### src/rtl/pmf_defs.svh
// Constants for the power control and buffer level register bank
`ifndef PMF_DEFS_SVH
`define PMF_DEFS_SVH

// ==========================================================
// Register offsets
`define PMF_ADDR_PRIMARY 8'h6b
`define PMF_ADDR_AXES 8'h6c
`define PMF_ADDR_LEVEL_HIGH 8'h72
`define PMF_ADDR_LEVEL_LOW 8'h73

// ==========================================================
// Reset values and fixed read values
`define PMF_PRIMARY_RESET 8'h40
`define PMF_AXES_RESET 8'h00
`define PMF_LEVEL_RESET 13'h0000
`define PMF_BYTE_ZERO 8'h00
`define PMF_HIGH_PAD 3'h0
`define PMF_AXES_ALL_OFF 3'h7

// ==========================================================
// Clock source select codes
`define PMF_SRC_OSC_LOW 3'h0
`define PMF_SRC_OSC_HIGH 3'h6
`define PMF_SRC_STOP 3'h7

// ==========================================================
// Timing: core clock and duty cycle base tick
`define PMF_CLK_HZ 100000000
`define PMF_BASE_TICK_HZ 1000
`define PMF_BASE_TICK_CYCLES (`PMF_CLK_HZ / `PMF_BASE_TICK_HZ)
`define PMF_DIV_WIDTH 17
`define PMF_DIV_ZERO 17'h00000
`define PMF_RATE_PAD 9'h000

`endif

### src/rtl/pmf_pkg.sv
// Types shared by the power control and buffer level register bank
package pmf_pkg;

    // ==========================================================
    // Primary power control register layout
    typedef struct packed {
        logic device_reset;        // Self-clearing whole bank reset
        logic sleep;               // Sleep request
        logic accel_cycle;         // Accelerometer duty cycling
        logic gyro_standby;        // Gyro drive kept, sense off
        logic temp_sensor_off;     // Temperature sensor disable
        logic [2:0] clock_source_select; // Clock source code
    } pmf_primary_type;

    // ==========================================================
    // Axis power control register layout
    typedef struct packed {
        logic low_power_entry_inhibit;
        logic motion_engine_low_power_inhibit;
        logic accel_x_off;
        logic accel_y_off;
        logic accel_z_off;
        logic gyro_x_off;
        logic gyro_y_off;
        logic gyro_z_off;
    } pmf_axes_type;

    // ==========================================================
    // Register access request from the serial interface
    typedef struct packed {
        logic [7:0] addr;  // Register offset
        logic wr_en;       // One-cycle write strobe
        logic rd_en;       // One-cycle read strobe
        logic [7:0] wdata; // Write data
    } pmf_reg_req_type;

    // ==========================================================
    // Effective clock source, one-hot
    typedef enum logic [2:0] {
        PMF_CLK_OSC = 3'b001,
        PMF_CLK_PLL = 3'b010,
        PMF_CLK_STOP = 3'b100
    } pmf_clk_type;

endpackage : pmf_pkg

### src/rtl/pmf_rate_div.sv
// Tick divider: one pulse every divisor+1 input ticks
`timescale 1ns/1ns
`include "pmf_defs.svh"

module pmf_rate_div #(
    parameter int WIDTH = `PMF_DIV_WIDTH
) (
    input wire logic clk,
    input wire logic rst_b,
    input wire logic clear,
    input wire logic tick_in,
    input wire logic [WIDTH-1:0] divisor,
    output logic pulse
);

    logic [WIDTH-1:0] count; // Ticks seen since the last pulse

    // ==========================================================
    // Count input ticks, restart on clear so phase is known
    always_ff @(posedge clk) begin
        if (!rst_b || clear) begin
            count <= '0;
            pulse <= 1'b0;
        end else if (tick_in) begin
            if (count >= divisor) begin
                // Compare with >= so a shrinking divisor cannot stall
                count <= '0;
                pulse <= 1'b1;
            end else begin
                count <= count + 1'b1;
                pulse <= 1'b0;
            end
        end else begin
            pulse <= 1'b0;
        end
    end

endmodule : pmf_rate_div

### src/rtl/pmf_regs.sv
// Power control and buffer level register bank with duty cycling
//
// Notes on behaviour
// RULE1 - Reset bit write restores all register defaults
// RULE2 - Reset bit clears itself after reset completes
// RULE3 - Sleep bit defaults one; writing one sleeps
// RULE4 - Cycle mode wakes for samples at divider rate
// RULE5 - All accel axes off: wake, no samples
// RULE6 - Gyro standby keeps drive and PLL, sense off
// RULE7 - Temperature disable bit turns sensor off
// RULE8 - Codes one to five: PLL if ready
// RULE9 - Codes zero and six: internal oscillator
// RULE10 - Code seven stops clock, holds timing reset
// RULE11 - Low power entry when gyros and accel idle
// RULE12 - Motion engine low power mode unless inhibited
// RULE13 - Accel axis bits five to three disable
// RULE14 - Gyro axis bits two to zero disable
// RULE15 - High level byte top three bits zero
// RULE16 - Buffer level is thirteen bits, high/low
// RULE17 - High byte read latches both halves
// RULE18 - Host reads high byte before low byte
// RULE19 - Latch capture atomic with high byte read
`timescale 1ns/1ns
`include "pmf_defs.svh"

module pmf_regs
    import pmf_pkg::*;
#(
    parameter int BASE_TICK_CYCLES = `PMF_BASE_TICK_CYCLES
) (
    input wire logic clk,
    input wire logic rst_b,
    input wire pmf_reg_req_type reg_req,
    output logic [7:0] reg_rdata,
    input wire logic [7:0] sample_rate_divider,
    input wire logic pll_ready,
    input wire logic [12:0] buffer_count,
    output logic chip_asleep,
    output logic cycle_wake,
    output logic accel_sample,
    output logic [2:0] accel_axis_on,
    output logic [2:0] gyro_sense_on,
    output logic gyro_drive_on,
    output logic pll_on,
    output logic temp_sensor_on,
    output pmf_clk_type clock_source,
    output logic timing_gen_reset,
    output logic motion_engine_low_power
);

    // ==========================================================
    // Register state
    pmf_primary_type primary;   // Primary power control, reset bit unused
    pmf_axes_type axes;         // Axis power control
    logic reset_pending;        // Soft reset in progress, read as bit 7
    logic [12:0] level_latch;   // Buffer level captured on high read

    // ==========================================================
    // Decoded strobes
    logic wr_primary;           // Write to primary control
    logic wr_axes;              // Write to axis control
    logic rd_high;              // Read of level high byte
    pmf_primary_type wr_view;   // Write data seen as primary layout

    // ==========================================================
    // Derived power state
    pmf_clk_type next_clock_source; // Effective clock for next cycle
    logic cycle_active;         // Duty cycling allowed to run
    logic [2:0] accel_on_mask;  // Enabled accel axes
    logic [2:0] gyro_on_mask;   // Enabled gyro axes
    logic any_accel;            // At least one accel axis enabled
    logic any_gyro;             // At least one gyro axis enabled
    logic clock_stopped;        // Timing generator must stay in reset
    logic base_tick;            // Base rate pulse
    logic wake_tick;            // Duty cycle wake pulse
    logic next_asleep;          // Sleep state for next cycle
    logic [7:0] next_rdata;     // Read data for next cycle

    assign wr_view = reg_req.wdata;
    assign wr_primary = reg_req.wr_en && (reg_req.addr == `PMF_ADDR_PRIMARY);
    assign wr_axes = reg_req.wr_en && (reg_req.addr == `PMF_ADDR_AXES);
    assign rd_high = reg_req.rd_en && (reg_req.addr == `PMF_ADDR_LEVEL_HIGH);

    // ==========================================================
    // Soft reset sequencing: the write takes one cycle to land,
    // then every register returns to default in the next cycle
    always_ff @(posedge clk) begin
        if (!rst_b) begin
            reset_pending <= 1'b0;
        end else if (reset_pending) begin
            // Reset done, bit drops to zero by itself
            reset_pending <= 1'b0; // RULE2
        end else if (wr_primary && wr_view.device_reset) begin
            reset_pending <= 1'b1; // RULE1
        end
    end

    // ==========================================================
    // Primary control register
    always_ff @(posedge clk) begin
        if (!rst_b || reset_pending) begin
            // Default has sleep set, so the part starts asleep
            primary <= `PMF_PRIMARY_RESET; // RULE1 RULE3
        end else if (wr_primary) begin
            primary <= wr_view; // RULE3
            // Reset bit is never stored; reset_pending stands for it
            primary.device_reset <= 1'b0;
        end
    end

    // ==========================================================
    // Axis control register
    always_ff @(posedge clk) begin
        if (!rst_b || reset_pending) begin
            axes <= `PMF_AXES_RESET; // RULE1
        end else if (wr_axes) begin
            axes <= reg_req.wdata; // RULE13 RULE14
        end
    end

    // ==========================================================
    // Buffer level latch: the high read samples the live count
    // in the same edge that answers, so both halves match even
    // when the buffer is being written in that very cycle
    always_ff @(posedge clk) begin
        if (!rst_b || reset_pending) begin
            level_latch <= `PMF_LEVEL_RESET;
        end else if (rd_high) begin
            level_latch <= buffer_count; // RULE17 RULE19
        end
    end

    // ==========================================================
    // Read data mux
    always_comb begin
        next_rdata = `PMF_BYTE_ZERO;
        if (reg_req.rd_en) begin
            case (reg_req.addr)
                `PMF_ADDR_PRIMARY: begin
                    // Show the reset bit while it is still working
                    next_rdata = primary;
                    next_rdata[7] = reset_pending; // RULE2
                end
                `PMF_ADDR_AXES: begin
                    next_rdata = axes;
                end
                `PMF_ADDR_LEVEL_HIGH: begin
                    // Live count, same value the latch takes now
                    next_rdata = {`PMF_HIGH_PAD,
                        buffer_count[12:8]}; // RULE15 RULE16 RULE19
                end
                `PMF_ADDR_LEVEL_LOW: begin
                    // Low half only refreshes through a high read
                    next_rdata = level_latch[7:0]; // RULE16 RULE18
                end
                default: begin
                    // Unmapped offsets read as zero
                    next_rdata = `PMF_BYTE_ZERO;
                end
            endcase
        end
    end

    // ==========================================================
    // Read data register, holds until the next read
    always_ff @(posedge clk) begin
        if (!rst_b) begin
            reg_rdata <= `PMF_BYTE_ZERO;
        end else if (reg_req.rd_en) begin
            reg_rdata <= next_rdata;
        end
    end

    // ==========================================================
    // Clock source decode
    always_comb begin
        next_clock_source = PMF_CLK_OSC;
        case (primary.clock_source_select)
            `PMF_SRC_OSC_LOW, `PMF_SRC_OSC_HIGH: begin
                next_clock_source = PMF_CLK_OSC; // RULE9
            end
            `PMF_SRC_STOP: begin
                next_clock_source = PMF_CLK_STOP; // RULE10
            end
            default: begin
                // Codes one to five fall back until the PLL locks
                next_clock_source = pll_ready ?
                    PMF_CLK_PLL : PMF_CLK_OSC; // RULE8
            end
        endcase
    end

    assign clock_stopped = (primary.clock_source_select == `PMF_SRC_STOP);

    // ==========================================================
    // Axis enables and duty cycle qualification
    assign accel_on_mask = ~{axes.accel_x_off, axes.accel_y_off,
        axes.accel_z_off}; // RULE13
    assign gyro_on_mask = ~{axes.gyro_x_off, axes.gyro_y_off,
        axes.gyro_z_off}; // RULE14
    assign any_accel = (accel_on_mask != `PMF_HIGH_PAD);
    assign any_gyro = (gyro_on_mask != `PMF_HIGH_PAD);
    // Sleep and standby both stop the cycling
    assign cycle_active = primary.accel_cycle && !primary.sleep
        && !primary.gyro_standby && !clock_stopped; // RULE4

    // ==========================================================
    // Base tick from the core clock; held in reset when the clock
    // is stopped so the timing generator restarts from zero
    pmf_rate_div #(
        .WIDTH(`PMF_DIV_WIDTH)
    ) u_base_div (
        .clk(clk),
        .rst_b(rst_b),
        .clear(clock_stopped), // RULE10
        .tick_in(1'b1),
        .divisor(`PMF_DIV_WIDTH'(BASE_TICK_CYCLES - 1)),
        .pulse(base_tick)
    );

    // ==========================================================
    // Wake rate: one wake per sample_rate_divider+1 base ticks
    pmf_rate_div #(
        .WIDTH(`PMF_DIV_WIDTH)
    ) u_wake_div (
        .clk(clk),
        .rst_b(rst_b),
        .clear(!cycle_active), // RULE4
        .tick_in(base_tick),
        .divisor({`PMF_RATE_PAD, sample_rate_divider}),
        .pulse(wake_tick)
    );

    // ==========================================================
    // Sleep state: explicit sleep, or idle between cycle samples
    // with the gyros off; a gap of one cycle per wake is accepted
    always_comb begin
        next_asleep = primary.sleep; // RULE3
        if (cycle_active && !axes.low_power_entry_inhibit
            && !any_gyro && !wake_tick) begin
            next_asleep = 1'b1; // RULE11
        end
    end

    // ==========================================================
    // Duty cycle pulses
    always_ff @(posedge clk) begin
        if (!rst_b) begin
            cycle_wake <= 1'b0;
            accel_sample <= 1'b0;
        end else begin
            // Wake happens even with every accel axis off
            cycle_wake <= wake_tick && cycle_active; // RULE5
            accel_sample <= wake_tick && cycle_active
                && any_accel; // RULE4 RULE5
        end
    end

    // ==========================================================
    // Sensor power outputs
    always_ff @(posedge clk) begin
        if (!rst_b) begin
            chip_asleep <= 1'b1;
            accel_axis_on <= `PMF_HIGH_PAD;
            gyro_sense_on <= `PMF_HIGH_PAD;
            gyro_drive_on <= 1'b0;
            pll_on <= 1'b0;
            temp_sensor_on <= 1'b0;
        end else begin
            chip_asleep <= next_asleep;
            accel_axis_on <= (primary.sleep || clock_stopped) ?
                `PMF_HIGH_PAD : accel_on_mask; // RULE13
            // Standby drops only the sense paths
            gyro_sense_on <= (primary.sleep || primary.gyro_standby
                || clock_stopped) ?
                `PMF_HIGH_PAD : gyro_on_mask; // RULE6 RULE14
            gyro_drive_on <= !primary.sleep && !clock_stopped
                && (any_gyro || primary.gyro_standby); // RULE6
            pll_on <= !primary.sleep && !clock_stopped
                && (any_gyro || primary.gyro_standby); // RULE6
            temp_sensor_on <= !primary.temp_sensor_off
                && !primary.sleep; // RULE7
        end
    end

    // ==========================================================
    // Clock and motion engine outputs
    always_ff @(posedge clk) begin
        if (!rst_b) begin
            clock_source <= PMF_CLK_OSC;
            timing_gen_reset <= 1'b0;
            motion_engine_low_power <= 1'b0;
        end else begin
            clock_source <= next_clock_source; // RULE8 RULE9 RULE10
            timing_gen_reset <= clock_stopped; // RULE10
            motion_engine_low_power <= primary.accel_cycle
                && !axes.motion_engine_low_power_inhibit; // RULE12
        end
    end

endmodule : pmf_regs

### config.mk
export PLATFORM = sky130hd
export DESIGN_NAME = pmf_regs
export DESIGN_NICKNAME = d
export VERILOG_FILES = /design/src/rtl/pmf_pkg.sv /design/src/rtl/pmf_rate_div.sv /design/src/rtl/pmf_regs.sv
export VERILOG_INCLUDE_DIRS = /design/src /design/src/rtl
export SDC_FILE = /design/constraint.sdc
export NUM_CORES = 1
export LEC_CHECK = 0
export BUFFER_PORTS_ARGS = -buffer_cell sky130_fd_sc_hd__clkbuf_2
export CORE_AREA = 5 5 113 89
export CTS_BUF_LIST = sky130_fd_sc_hd__clkbuf_4 sky130_fd_sc_hd__clkbuf_8
export CTS_CLUSTER_DIAMETER = 50
export DETAILED_ROUTE_END_ITERATION = 12
export DIE_AREA = 0 0 118 94
export PLACE_DENSITY = 0.77
export SLEW_MARGIN = 20
export SYNTH_ARGS = -nofsm -noshare
export SYNTH_HDL_FRONTEND = slang
export SYNTH_HIERARCHICAL = 1
export SYNTH_SLANG_ARGS = --single-unit
### constraint.sdc
create_clock -name clk -period 2.15 [get_ports clk]
set_input_delay 0.43 -clock clk [delete_from_list [all_inputs] [get_ports clk]]
set_output_delay 0.43 -clock clk [all_outputs]
set_load 0.05 [all_outputs]
==> summary.md <==
| Metric | Value |
|---|---|
| Slew @ Worst Pin | `0.609 ns` |
| Status | `completed` |
| Fin crit share | `0.915` |
| Worst Setup End Kind | `flip-flop` |
| Clk_lat worst skew | `0.35 ns` |
| Req. time, crit path | `2.38 ns` |
| Layout cells sized above 1 | `0.221` |
| Syn Std Cell Area | `4620 sq um` |
| Post-synthesis sequential area ratio | `0.364` |
| Placeable Area | `8780 sq um` |
| Reg power frac | `0.534` |
| Relative slew margins | `0.589` |
| Vias per cell | `5.42` |
| Num CTS Buffers | `9` |
| Total track usage | `0.203` |
| Max Root-Sink Buffers | `2` |
| Fin area | `5490 sq um` |
| Inst Count DP | `719` |
| Post-route DRC | `0` |
| Clock Power Share | `0.399` |
| Gate power share | `0.067` |
| Ys Warns | `6` |
| Power Density | `533 nW/um^2` |
| TritonCTS clock tree | `built` |
| Number of synthesized flops with an enable pin | `0` |
| First-pass GRT wire length | `18500 um` |
| GPL Wtd Cong | `0.854` |
| Tot Pwr | `2.92 mW` |
| Die Wd | `118 um` |
| ANT nets after route | `0` |
| Arrival time worst endpoint | `2.20 ns` |
| Fin Hold WS | `0.313 ns` |
| Achievable clock frequency | `508 MHz` |
| Die Y | `94 um` |
| Critical Path Start Type | `flip-flop` |
| Wirelength, routed | `10600 um` |
| DP Wirelength | `8440 um` |
| Nets@finish | `697` |
| Synth top area cells | `dfxtp_1 (36%), ha_1 (9.8%), mux2i_1 (4.8%)` |
| Most used flip-flop cell after synthesis | `dfxtp_1` |
| DIE AREA | `11100 sq um` |
| Final count of pins violating max slew | `0` |
| Worst-path fanout max | `12` |
| Top Ports | `67` |
| HP Class | `input pin to flip-flop` |
| Final Hold Fails | `0` |
| Most frequent cell after synthesis | `dfxtp_1` |
| Top cells by count, synth | `dfxtp_1 (84), inv_1 (44), nor2_1 (39)` |
| WS Path Type | `flip-flop to flip-flop` |
| LEAKAGE | `2.37 nW` |
| Maximum number of pins on one net before global-route repair | `18` |
| Unrepaired setup endpoints after global routing | `false` |
| FFs w/ async S/R, synth | `0` |
| Met1 WL | `4910 um` |
| Final Skew | `0.00873 ns` |
| Synth-to-layout area growth | `18.9%` |
| Min Clock Period, post-route | `1.97 ns` |
| Setup TNS | `0 ns` |
| Vias in the first global route | `4010` |
| Area leader, netlist | `dfxtp_1` |
| Htree depth | `3` |
| Cell variety after synth | `57` |
| Net Sw Power | `0.687 mW` |
| Initial antenna violation count | `0` |
| Antenna cell count | `0` |
| Area after DPL | `5260 sq um` |
| Max-Cap Viols | `0` |
| Max layer used | `met4` |
| Met3 wire len | `566 um` |
| Reg2reg setup slack | `0.18 ns` |
| CTS Hold Bufs | `0` |
| Post-DR wirelength/cell | `14.4 um` |
| Worst vdd ir | `0.000440 V` |
| Routed wl met2 | `4950 um` |
| Flops & latches, synth | `84` |
| Fin cells | `736` |
| Via count | `3991` |
| Synth Instances | `510` |
| Final Setup Violations | `0` |
| Switch share | `0.235` |
| Buffers on Ports | `66` |
| Top-area cell type share of the netlist area | `0.364` |
| Fillers | `761` |
| Initial Util | `0.525` |
| Grt total ovfl | `0` |
| FP Rows | `30` |
| Syn avg cell area | `9.05 sq um` |
| Pint | `2.24 mW` |
| Sink Count | `84` |
| DR pass1 iterations | `4` |
| Starting DRT DRC Count | `246` |
| CTS root buf | `clkbuf_8` |
| Worst-path clk slew | `0.09 ns` |
flip-flops by register name (all words and copies together) (netlist names), 3 cells and up:
| signal | flops |
|---|---|
| accel_axis_on | 3 |
| axes | 8 |
| clock_source | 3 |
| gyro_sense_on | 3 |
| level_latch | 8 |
| primary | 7 |
| reg_rdata | 8 |
| u_base_div/count | 17 |
| u_wake_div/count | 17 |
layer usage:
layer  up-vias  global-route usage
met1      1897               0.255
met4         0              0.0564
met5         -                   0
met2        81               0.340
met3        15              0.0584
li1       1998                   -
worst paths after layout:
| kind | cells past startpoint | start | end |
|---|---|---|---|
| setup reg to reg | 7 | u_wake_div/count[6] | u_wake_div/count[8] |
| hold / removal | 3 | pll_ready | clock_source[1] |
| setup / recovery | 7 | u_wake_div/count[6] | u_wake_div/count[8] |
| hold reg to reg | 1 | u_wake_div/pulse | chip_asleep |
critical path, stage by stage (launching register included):
cell and delay, ns:
dfxtp_1 0.35, ha_1 0.30, nand4_1 0.12, a2111oi_0 0.46, o31ai_1 0.16, a31oi_2 0.18, buf_4 0.22, nor3_1 0.07
power by group through the flow:
stage / clock network [mW] / logic [mW] / registers [mW]
2_1_floorplan: 0 / 0.108 / 1.60
3_3_place_gp: 0 / 0.183 / 1.60
3_5_place_dp: 0 / 0.191 / 1.60
4_1_cts: 1.20 / 0.191 / 1.56
5_1_grt: 1.27 / 0.224 / 1.56
6_report: 1.17 / 0.196 / 1.56
logic make-up (layout without fill, tap and decap cells):
family | after synthesis | count (layout) | synth area share
and+or+nand+nor | 220 | 220 | 0.287
other | 2 | 33 | 0.00163
adders and majority gates | 36 | 36 | 0.0976
AOI/OAI and AO/OA | 54 | 54 | 0.0886
xor gates and xnor gates | 31 | 31 | 0.0588
buffers and inverters | 61 | 144 | 0.0539
muxes | 22 | 22 | 0.0477
DFF | 84 | 84 | 0.364
timing repair:
item / 4_1_cts / 5_1_grt
endpoints found under the setup margin: 0 / 24
gates resized for setup: 0 / 2
setup buffers: 0 / 1
hold endpoints to repair: 0 / 0
metrics by stage:
step / worst slack (ns) / utilization
after floorplan: 0.0880 / -
after global placement: 0.0744 / 0.598
after detailed placement: -0.00559 / 0.598
after CTS: 0.0622 / 0.622
after global routing: 0.0105 / 0.625
final: 0.182 / 0.625
layout make-up:
cell class              instances  area, sq um  share of cell area
inverters                      45          169              0.0308
well taps                     112          140              0.0255
flip-flops and latches         84         1680               0.307
multi-input cells             396         2810               0.511
clock inverters                 5         57.6              0.0105
clock buffers                  11          151              0.0276
repair buffers                 83          483              0.0880
cell usage in the layout (no fill, tap or decap), types with 4 or more instances in the layout:
cell	instances
conb_1	33
a21o_1	4
mux2i_1	22
and4_1	4
nand2b_1	6
nor3_1	34
ha_1	36
nor2_1	39
and3_1	5
dfxtp_1	83
xor2_1	15
o21ai_0	6
nand3_1	35
nor3_2	11
xnor2_1	16
inv_1	44
a22o_1	5
a21oi_1	13
clkbuf_2	66
nor4_4	4
nand4_1	20
nand2_1	30
buf_4	15
clkbuf_8	11
nor2_2	8
nor2b_1	4
No activity file was read; power rests on OpenSTA's default activity.
